--- src/verilog/ccm_pkg.sv ---
package ccm_pkg;
  // Card families served by the reader
  typedef enum logic [2:0] {
    CARD_STD = 3'h0, CARD_LARGE = 3'h1, CARD_PLAIN = 3'h2, CARD_OS = 3'h3, CARD_APP = 3'h4
  } ccm_card_e;

  // Request codes, forwarded to the card front end as its operation except CMD_STORE_KEY; value commands go as CMD_READ or CMD_WRITE
  typedef enum logic [3:0] {
    CMD_READ = 4'h0, CMD_WRITE = 4'h1, CMD_READ_VALUE = 4'h2, CMD_WRITE_VALUE = 4'h3,
    CMD_STORE_KEY = 4'h4, CMD_SELECT = 4'h5, CMD_ACTIVATE = 4'h6, CMD_SELECT_APP = 4'h7,
    CMD_SELECT_FILE = 4'h8, CMD_LOGIN = 4'h9, CMD_CHANGE_FILE = 4'ha, CMD_COMMIT = 4'hb,
    CMD_ABORT = 4'hc, CMD_TRANSFER = 4'hd
  } ccm_cmd_e;

  typedef enum logic [3:0] {
    ERR_NONE = 4'h0, ERR_RANGE = 4'h1, ERR_READ_ONLY = 4'h2, ERR_NOT_SELECTED = 4'h3,
    ERR_NO_LOGIN = 4'h4, ERR_VALUE = 4'h5, ERR_CARD = 4'h6, ERR_COMMAND = 4'h7
  } ccm_err_e;

  // File protection modes of application cards
  typedef enum logic [1:0] {
    PROT_PLAIN = 2'h0, PROT_MAC = 2'h1, PROT_DES = 2'h2, PROT_TDES = 2'h3
  } ccm_prot_e;

  typedef enum logic [1:0] {
    ST_IDLE = 2'b00, ST_WAIT = 2'b01, ST_RESP = 2'b10
  } ccm_state_e;

  localparam logic [7:0] STD_SECTORS = 8'h10;
  localparam logic [3:0] SMALL_BLOCKS = 4'h3;
  localparam logic [7:0] BIG_FIRST = 8'h20;
  localparam logic [7:0] BIG_LAST = 8'h27;
  localparam logic [7:0] BIG_BLOCK_BASE = 8'h80;
  localparam logic [3:0] BIG_BLOCKS = 4'hf;
  localparam logic [7:0] PLAIN_PAGES = 8'hff;
  localparam int KEY_SLOTS = 32;
  localparam logic [5:0] VOLATILE_SLOT = 6'h20;
  localparam logic [7:0] MAX_APPS = 8'h1c;
  localparam logic [3:0] MAX_FILES = 4'hf;
  localparam logic [5:0] MAX_KEYS = 6'h0e;
  localparam logic [23:0] ACCESS_DELIVERY = 24'hff0780;
  localparam int KEY_A_LSB = 80;
  localparam int ACCESS_LSB = 56;
  localparam int KEY_B_LSB = 0;
  localparam int PLAIN_BITS = 32;
  localparam int UID_BITS = 56;
endpackage : ccm_pkg

--- src/verilog/ccm_card_memory.sv ---
`timescale 1ns/1ps
`default_nettype none

// Notes on behaviour
// - Standard card: sixteen sectors of four sixteen-byte blocks.
// - Thirty-two stored six-byte keys plus one volatile key.
// - Block zero of sector zero is never written.
// - Trailer block is key one, four access bytes, key two.
// - Enabled key fields read back as six zero bytes.
// - Delivery access bytes: key one hidden, key two plain data.
// - Plain-text card: only low four bytes of a block are valid.
// - Plain-text card is accessed without any key login.
// - Large card sectors from thirty-two on span sixteen blocks.
// - Large sectors 20h-27h map from block 80h, login 20h plus four per step.
// - Value is a four-byte two's complement number stored redundantly.
// - Serial number is taken from block zero.
// - Operating-system card must be selected; custom commands go by transfer.
// - After activation application zero counts as selected.
// - Up to 28 applications, 16 files, 14 keys each.
// - File selected before access; secured file needs login first.
// - Changes take effect on commit; abort or power loss discards them.
// - Files use plain, MAC, single DES or triple DES protection.
module ccm_card_memory
  import ccm_pkg::*;
(
  input wire logic clk,
  input wire logic reset,
  input wire logic req_valid,
  input wire logic [3:0] req_cmd,
  input wire logic [2:0] req_card,
  input wire logic [7:0] req_sector,
  input wire logic [3:0] req_block,
  input wire logic [5:0] req_key_slot,
  input wire logic [1:0] req_prot,
  input wire logic [47:0] req_key,
  input wire logic [127:0] req_wdata,
  input wire logic field_lost,
  input wire logic card_done,
  input wire logic card_ok,
  input wire logic [127:0] card_rdata,
  output logic req_ready,
  output logic rsp_valid,
  output logic [3:0] rsp_err,
  output logic [127:0] rsp_data,
  output logic [55:0] card_uid,
  output logic pending_changes,
  output logic card_go,
  output logic [3:0] card_op,
  output logic [7:0] card_block,
  output logic [7:0] card_login,
  output logic card_auth,
  output logic [47:0] card_key,
  output logic [1:0] card_prot,
  output logic [127:0] card_wdata
);

  // ----------------------------------------------------------------
  // Address mapping
  // ----------------------------------------------------------------
  function automatic logic [7:0] last_block(input logic [2:0] card, input logic [7:0] sec);
    if (card == CARD_LARGE && sec >= BIG_FIRST) begin
      last_block = {4'h0, BIG_BLOCKS};
    end else begin
      last_block = {4'h0, SMALL_BLOCKS};
    end
  endfunction : last_block

  function automatic logic [7:0] abs_block(input logic [2:0] card, input logic [7:0] sec,
                                           input logic [3:0] blk);
    logic [7:0] off;
    off = sec - BIG_FIRST;
    if (card == CARD_PLAIN) begin
      abs_block = sec;
    end else if (card == CARD_LARGE && sec >= BIG_FIRST) begin
      abs_block = BIG_BLOCK_BASE + {off[3:0], blk};
    end else begin
      abs_block = {sec[5:0], blk[1:0]};
    end
  endfunction : abs_block

  function automatic logic sector_ok(input logic [2:0] card, input logic [7:0] sec,
                                     input logic [3:0] blk);
    case (card)
      CARD_STD: sector_ok = sec < STD_SECTORS && {4'h0, blk} <= last_block(card, sec);
      CARD_LARGE: sector_ok = sec <= BIG_LAST && {4'h0, blk} <= last_block(card, sec);
      CARD_PLAIN: sector_ok = sec <= PLAIN_PAGES;
      default: sector_ok = 1'b0;
    endcase
  endfunction : sector_ok

  // ----------------------------------------------------------------
  // Key storage
  // ----------------------------------------------------------------
  logic [47:0] key_mem [KEY_SLOTS];
  logic [47:0] volatile_key_q;

  always_ff @(posedge clk) begin
    if (req_valid && req_ready && req_cmd == CMD_STORE_KEY && req_key_slot < VOLATILE_SLOT) begin
      key_mem[req_key_slot[4:0]] <= req_key;
    end
  end

  always_ff @(posedge clk) begin
    if (reset) begin
      volatile_key_q <= 48'h0;
    end else if (req_valid && req_ready && req_cmd == CMD_STORE_KEY
                 && req_key_slot == VOLATILE_SLOT) begin
      volatile_key_q <= req_key;
    end
  end

  // ----------------------------------------------------------------
  // Request check
  // ----------------------------------------------------------------
  ccm_state_e state_q;
  logic os_selected_q, app_active_q, file_sel_q, login_q, pending_q;
  logic [7:0] app_q;
  logic [1:0] file_prot_q;
  logic [3:0] op_q;
  logic [2:0] kind_q;
  logic trailer_q;
  logic [7:0] blk_q;
  logic accept;
  logic [3:0] chk_err;
  logic [7:0] map_blk;
  logic [7:0] map_login;
  logic [7:0] big_off;

  assign accept = req_valid && req_ready;
  assign map_blk = abs_block(req_card, req_sector, req_block);
  assign big_off = req_sector - BIG_FIRST;
  assign map_login = (req_card == CARD_LARGE && req_sector >= BIG_FIRST) ?
                     BIG_FIRST + {big_off[5:0], 2'b00} : req_sector;

  always_comb begin
    chk_err = ERR_NONE;
    case (req_cmd)
      CMD_READ, CMD_WRITE, CMD_READ_VALUE, CMD_WRITE_VALUE: begin
        if (req_card == CARD_OS) begin
          chk_err = os_selected_q ? ERR_COMMAND : ERR_NOT_SELECTED;
        end else if (req_card == CARD_APP) begin
          chk_err = ERR_COMMAND;
        end else if (!sector_ok(req_card, req_sector, req_block)) begin
          chk_err = ERR_RANGE;
        end else if ((req_cmd == CMD_WRITE || req_cmd == CMD_WRITE_VALUE)
                     && map_blk == 8'h00) begin
          chk_err = ERR_READ_ONLY;
        end else if (req_card == CARD_PLAIN && req_cmd != CMD_READ && req_cmd != CMD_WRITE) begin
          chk_err = ERR_COMMAND;
        end
      end
      CMD_STORE_KEY: chk_err = (req_key_slot > VOLATILE_SLOT) ? ERR_RANGE : ERR_NONE;
      CMD_SELECT: chk_err = (req_card == CARD_OS) ? ERR_NONE : ERR_COMMAND;
      CMD_ACTIVATE: chk_err = (req_card == CARD_APP) ? ERR_NONE : ERR_COMMAND;
      CMD_TRANSFER: chk_err = (req_card == CARD_OS && !os_selected_q) ?
                    ERR_NOT_SELECTED : ERR_NONE;
      default: begin
        if (req_card != CARD_APP) begin
          chk_err = ERR_COMMAND;
        end else if (!app_active_q) begin
          chk_err = ERR_NOT_SELECTED;
        end else if ((req_cmd == CMD_SELECT_APP && req_sector >= MAX_APPS)
                     || (req_cmd == CMD_SELECT_FILE && req_block > MAX_FILES)
                     || (req_cmd == CMD_LOGIN && req_key_slot >= MAX_KEYS)) begin
          chk_err = ERR_RANGE;
        end else if (req_cmd == CMD_CHANGE_FILE && !file_sel_q) begin
          chk_err = ERR_NOT_SELECTED;
        end else if (req_cmd == CMD_CHANGE_FILE && file_prot_q != PROT_PLAIN && !login_q) begin
          chk_err = ERR_NO_LOGIN;
        end
      end
    endcase
  end

  // ----------------------------------------------------------------
  // Sequencer and card request
  // ----------------------------------------------------------------
  logic [31:0] wval;
  assign wval = req_wdata[31:0];

  always_ff @(posedge clk) begin
    if (reset) begin
      state_q <= ST_IDLE;
      req_ready <= 1'b1;
      card_go <= 1'b0;
      card_op <= 4'h0;
      card_block <= 8'h00;
      card_login <= 8'h00;
      card_auth <= 1'b0;
      card_key <= 48'h0;
      card_prot <= PROT_PLAIN;
      card_wdata <= 128'h0;
      op_q <= 4'h0;
      kind_q <= 3'h0;
      trailer_q <= 1'b0;
      blk_q <= 8'h00;
    end else begin
      card_go <= 1'b0;
      case (state_q)
        ST_IDLE: begin
          if (accept) begin
            req_ready <= 1'b0;
            op_q <= req_cmd;
            kind_q <= req_card;
            blk_q <= map_blk;
            trailer_q <= {4'h0, req_block} == last_block(req_card, req_sector)
                         && req_card != CARD_PLAIN;
            if (chk_err != ERR_NONE || req_cmd == CMD_STORE_KEY) begin
              state_q <= ST_RESP;
            end else begin
              state_q <= ST_WAIT;
              card_go <= 1'b1;
              card_block <= req_cmd == CMD_SELECT_APP ? req_sector : map_blk;
              card_login <= map_login;
              card_auth <= req_card == CARD_STD || req_card == CARD_LARGE;
              card_key <= req_key_slot == VOLATILE_SLOT ? volatile_key_q
                                                         : key_mem[req_key_slot[4:0]];
              card_prot <= req_cmd == CMD_CHANGE_FILE ? file_prot_q : req_prot;
              case (req_cmd)
                CMD_READ_VALUE: card_op <= CMD_READ;
                CMD_WRITE_VALUE: card_op <= CMD_WRITE;
                default: card_op <= req_cmd;
              endcase
              if (req_cmd == CMD_WRITE_VALUE) begin
                card_wdata <= {wval, ~wval, wval, map_blk, ~map_blk, map_blk, ~map_blk};
              end else begin
                card_wdata <= req_wdata;
              end
            end
          end
        end
        ST_WAIT: if (card_done) state_q <= ST_RESP;
        ST_RESP: begin
          state_q <= ST_IDLE;
          req_ready <= 1'b1;
        end
        default: state_q <= ST_IDLE;
      endcase
    end
  end

  // ----------------------------------------------------------------
  // Answer formatting
  // ----------------------------------------------------------------
  logic [127:0] shaped;
  logic value_bad;

  assign value_bad = card_rdata[127:96] != card_rdata[63:32]
                     || card_rdata[127:96] != ~card_rdata[95:64];

  always_comb begin
    shaped = card_rdata;
    if (op_q == CMD_READ && trailer_q) begin
      shaped[KEY_A_LSB +: 48] = 48'h0;
      // key two is data only under delivery access bytes
      if (card_rdata[ACCESS_LSB +: 24] != ACCESS_DELIVERY) begin
        shaped[KEY_B_LSB +: 48] = 48'h0;
      end
    end
    if (kind_q == CARD_PLAIN) begin
      shaped[127:PLAIN_BITS] = '0;
    end
    if (op_q == CMD_READ_VALUE) begin
      shaped = {96'h0, card_rdata[127:96]};
    end
  end

  // Answer is held in a register so it stands one cycle cleanly with rsp_valid
  always_ff @(posedge clk) begin
    if (reset) begin
      rsp_valid <= 1'b0;
      rsp_err <= ERR_NONE;
      rsp_data <= 128'h0;
    end else begin
      rsp_valid <= 1'b0;
      if (state_q == ST_IDLE && accept && (chk_err != ERR_NONE || req_cmd == CMD_STORE_KEY)) begin
        rsp_valid <= 1'b1;
        rsp_err <= chk_err;
        rsp_data <= 128'h0;
      end else if (state_q == ST_WAIT && card_done) begin
        rsp_valid <= 1'b1;
        rsp_data <= card_ok ? shaped : 128'h0;
        if (!card_ok) begin
          rsp_err <= ERR_CARD;
        end else if (op_q == CMD_READ_VALUE && value_bad) begin
          rsp_err <= ERR_VALUE;
        end else begin
          rsp_err <= ERR_NONE;
        end
      end
    end
  end

  // ----------------------------------------------------------------
  // Card session state
  // ----------------------------------------------------------------
  logic done_ok;
  assign done_ok = state_q == ST_WAIT && card_done && card_ok;

  always_ff @(posedge clk) begin
    if (reset) begin
      card_uid <= '0;
    end else if (done_ok && op_q == CMD_READ && blk_q == 8'h00
                 && (kind_q == CARD_STD || kind_q == CARD_LARGE)) begin
      card_uid <= {24'h0, card_rdata[127:96]};
    end else if (done_ok && op_q == CMD_ACTIVATE) begin
      card_uid <= card_rdata[127 -: UID_BITS];
    end
  end

  always_ff @(posedge clk) begin
    if (reset || field_lost) begin
      os_selected_q <= 1'b0;
    end else if (done_ok && op_q == CMD_SELECT) begin
      os_selected_q <= 1'b1;
    end
  end

  always_ff @(posedge clk) begin
    if (reset || field_lost) begin
      app_active_q <= 1'b0;
      app_q <= 8'h00;
      file_sel_q <= 1'b0;
      file_prot_q <= PROT_PLAIN;
      login_q <= 1'b0;
    end else if (done_ok) begin
      case (op_q)
        CMD_ACTIVATE: begin
          app_active_q <= 1'b1;
          app_q <= 8'h00;
          file_sel_q <= 1'b0;
          login_q <= 1'b0;
        end
        CMD_SELECT_APP: begin
          app_q <= card_block;
          file_sel_q <= 1'b0;
          login_q <= 1'b0;
        end
        CMD_SELECT_FILE: begin
          file_sel_q <= 1'b1;
          file_prot_q <= card_prot;
        end
        CMD_LOGIN: login_q <= 1'b1;
        default: login_q <= login_q;
      endcase
    end
  end

  always_ff @(posedge clk) begin
    if (reset || field_lost) begin
      pending_q <= 1'b0;
    end else if (done_ok && op_q == CMD_CHANGE_FILE) begin
      pending_q <= 1'b1;
    end else if (state_q == ST_WAIT && card_done && (op_q == CMD_COMMIT || op_q == CMD_ABORT
                 || op_q == CMD_SELECT_APP || op_q == CMD_ACTIVATE)) begin
      pending_q <= 1'b0;
    end
  end

  always_ff @(posedge clk) begin
    if (reset) begin
      pending_changes <= 1'b0;
    end else begin
      pending_changes <= pending_q;
    end
  end

endmodule : ccm_card_memory

`default_nettype wire

--- config.mk ---
export PLATFORM = sky130hd
export DESIGN_NAME = ccm_card_memory
export DESIGN_NICKNAME = d
export VERILOG_FILES = /design/src/verilog/ccm_pkg.sv /design/src/verilog/ccm_card_memory.sv
export SDC_FILE = /design/constraint.sdc
export NUM_CORES = 2
export LEC_CHECK = 0
export BUFFER_PORTS_ARGS = -buffer_cell sky130_fd_sc_hd__buf_2
export CAP_MARGIN = 40
export CORE_UTILIZATION = 30
export CTS_CLUSTER_SIZE = 30
export DETAILED_ROUTE_END_ITERATION = 10
export GPL_ROUTABILITY_DRIVEN = 0
export MAX_ROUTING_LAYER = met4
export SLEW_MARGIN = 20
export SYNTH_ARGS = -nofsm -noshare
export SYNTH_HDL_FRONTEND = slang
export SYNTH_SLANG_ARGS = --single-unit
--- constraint.sdc ---
create_clock -name clk -period 7.45 [get_ports clk]
set_input_delay 0.745 -clock clk [delete_from_list [all_inputs] [get_ports clk]]
set_output_delay 0.745 -clock clk [all_outputs]
set_load 0.01 [all_outputs]
==> impl_metrics.csv <==
group,metric,value,unit
outcome,status,"complete, no violations",
route,viasPerCell,5.55,
clocking,postCtsSetupRepairBufs,0,
synthesis,synth.yosys.seq_area_share,0.703,
sta,final_hold_viols,0,
synthesis,synth-simple-area-share,0.0515,
pwr,power.total,23900,uW
synthesis,postSynth.asyncResetShare,0,
synthesis,ys_ff_latch,1999,
final_layout,area.growth.synth_to_final,19.5,%
worst_setup_path,worst-endpoint-arrival,5180,ps
worst_setup_path,worst_setup_path_end_kind,"register",
grt,grt.met1_usage,0.257,
synthesis,dominantRegCellSynth,"edfxtp_1",
die,floorplan.die.height,514,um
route,antenna_left,0,
grt,grt_pass1_wl,385,mm
final_layout,drive_gt1_frac,0.296,
clocking,cts_hold_buffers,0,
sta,fin_tns_setup,0,ps
grt,grt_pass1_vias,49700,
sta,max_fclk,226,MHz
route,firstDrtPassIters,6,
grt,grt_util_met2,0.329,
route,drtIter0Drc,6528,
route,wirelength,277,mm
sta,finalCriticalPeriod,4430,ps
die,num_rows,187,
clocking,worst_skew_pair.late_latency,880,ps
final_layout,postLayoutCoreUtil,0.361,
sta,setup_viol,0,
pwr,cell_internal_power,18400,uW
die,dieArea,0.265,mm^2
synthesis,synthXorXnorAreaFrac,0.00434,
sta,min_period_over_period,0.595,
final_layout,most_frequent_cells_in_the_layout,"1536 x edfxtp_1, 721 x buf_2, 463 x dfxtp_1",
clocking,clock-sinks,1999,
pwr,clkPwrFrac,0.432,
placed_design,io_buffer_count,726,
clocking,cts_root_buffer,"clkbuf_16",
clocking,htreeDepth,4,
pwr,vdd_drop_max,0.000195,V
synthesis,yosys-mux-area-fraction,0.125,
final_layout,nets,5890,
synthesis,largest_family_of_logic_cells_by_synthesized_area,"multiplexers",
grt,grt_max_degree,184,
clocking,tritoncts_buffer_count,203,
sta,worst_clock_skew,78.2,ps
clocking,cts.repair.resized,0,
synthesis,syn_nets,5232,
worst_setup_path,cp_max_fo,49,
grt,use_met3,0.0478,
route,drc,0,
die,die_x,514,um
synthesis,synth.yosys.warnings,0,
clocking,tritoncts_clock_tree,"done",
worst_setup_path,start_kind,"primary input",
sta,rsz0062_at_grt,"false",
run,max-cap-violations,0,
pwr,power_density,254,mW/mm^2
final_layout,mostFrequentLayoutCell,"edfxtp_1",
clocking,cts.reportedPaths.clkPinSlew,60,ps
clocking,cts.path.max_buffers,3,
pwr,power_switching_share,0.233,
worst_setup_path,cp_data_required_time,8200,ps
sta,final_max_slew_viol_count,0,
die,design.core.area,0.260,mm^2
worst_setup_path,crit_type,"in2reg",
sta,max-slew-margin-rel,0.143,
pwr,cellLeakagePower,0.0310,uW
die,boundaryPins,728,
min_path,type_of_the_worst_min_delay_path,"in2reg",
grt,global_route.overflow_total,0,
synthesis,complex_gate_fraction_of_the_synthesized_area,0.0929,
synthesis,synth_cells,4890,
grt,antenna_violations_before_repair,57,
die,floorplan.initialDensity,0.302,
sta,tightest_slew,1290,ps
placed_design,hpwl,177,mm
route,vias,51300,
synthesis,number_of_synthesized_flops_with_an_enable_pin,1536,
synthesis,synthesis.area,0.0788,mm^2
synthesis,synth_cell_types,81,
grt,grt_busiest_layer,"met2",
synthesis,avg_cell_area_syn,16.1,um^2
pwr,total_switching_power,5570,uW
pwr,power.sequential.fraction,0.503,
grt,overall_track_demand_over_capacity_in_global_routing,0.210,
pwr,comb_power_share,0.064,
route,routed_wire_length_per_instance,29.9,um
synthesis,synth_adder_area_share,0.000794,
per-layer routing:
metal / up-vias / part of all wire
met5: - / 0
met4: 0 / 0.054
met2: 3059 / 0.47
li1: 21100 / -
met1: 26500 / 0.38
met3: 682 / 0.096
metrics by stage:
stage	instances	worst slack, ps	hold slack, ps	instance area (um^2)
global placement	8805	2430	436	86500
global route	9245	2870	186	94100
detailed placement	8835	2310	444	87200
CTS	9220	3220	127	94000
finish	9256	3020	198	94100
floorplan	4890	898	429	78800
cells by family after synthesis:
family	count (synthesis)
flops	1999
compound gates	1122
simple gates	831
mux	467
buf+inv	426
xor+xnor	39
fa+ha+maj	5
other cells	1
sequential cells by signal (all words and copies together), names as in the netlist, 3 cells and up:
register and cells:
card_key 48, blk_q 8, volatile_key_q 48, rsp_data 128
card_wdata 128, card_login 8, card_uid 56, card_block 8
card_op 4, op_q 4, rsp_err 3, key_mem 1536
kind_q 3
cells in the mapped netlist, types with 7 or more instances:
master	count	area [um^2]
o21a_1	13	97.6
a22o_1	38	333
a211oi_1	83	623
mux2i_1	24	240
and3b_1	14	123
nor3_1	153	766
or3_1	18	113
buf_2	82	410
mux2_2	35	394
a21oi_1	370	1850
o2111ai_1	28	245
nor2b_1	14	87.6
dfxtp_1	463	9270
or4_1	21	158
nor4_1	11	68.8
nand2_1	326	1220
a22oi_1	210	1580
o21ai_0	168	841
nor2_1	89	334
buf_6	7	78.8
o22ai_1	30	188
buf_1	37	139
a31oi_1	12	75.1
a311oi_1	7	61.3
nor3b_1	21	158
xnor2_1	19	166
mux4_2	408	9190
clkbuf_1	288	1080
a21boi_0	11	82.6
a41oi_1	87	762
nand3_1	71	355
and2_1	44	275
xor2_1	20	175
edfxtp_1	1536	46100
a221oi_1	21	184
nand4_1	14	87.6
o211ai_1	8	60.1
final timing paths:
check	start	to	slack, ps	cells after the start
worst max register to register	req_ready	key_mem[8][46]	3850	5
worst min-delay path	card_rdata[113]	card_uid[41]	200	3
worst min register to register	card_uid[15]	card_uid[15]	450	2
worst max-delay path	req_key_slot[2]	card_wdata[45]	3020	11
power by group through the flow:
stage	Sequential (uW)	Combinational (uW)	Clock (uW)
final	12100	1540	10300
after global routing	12000	1610	10900
after CTS	12100	1520	10500
after floorplan	12300	787	0
after global placement	12300	1480	0
after detailed placement	12300	1510	0
cell type report:
| cell class | instances | area (um^2) |
|---|---|---|
| diodes | 32 | 80.1 |
| fillers | 24400 | 166000 |
| inverters | 7 | 30.0 |
| clock inverters | 109 | 1130 |
| well taps | 3496 | 4370 |
| repair buffers | 872 | 5490 |
| clock buffers | 276 | 5660 |
| flip-flops and latches | 1999 | 55400 |
| multi-input cells | 2465 | 22000 |
worst max-delay path, cell delays in order:
cell and delay [ps]:
buf_2 100, buf_4 240, or3_1 550, o311ai_1 730
buf_4 270, nand4bb_1 100, o221ai_1 560, nor2b_4 710
buf_4 600, a41oi_1 210, a211oi_1 260
Power figures use the tool's default switching activity.
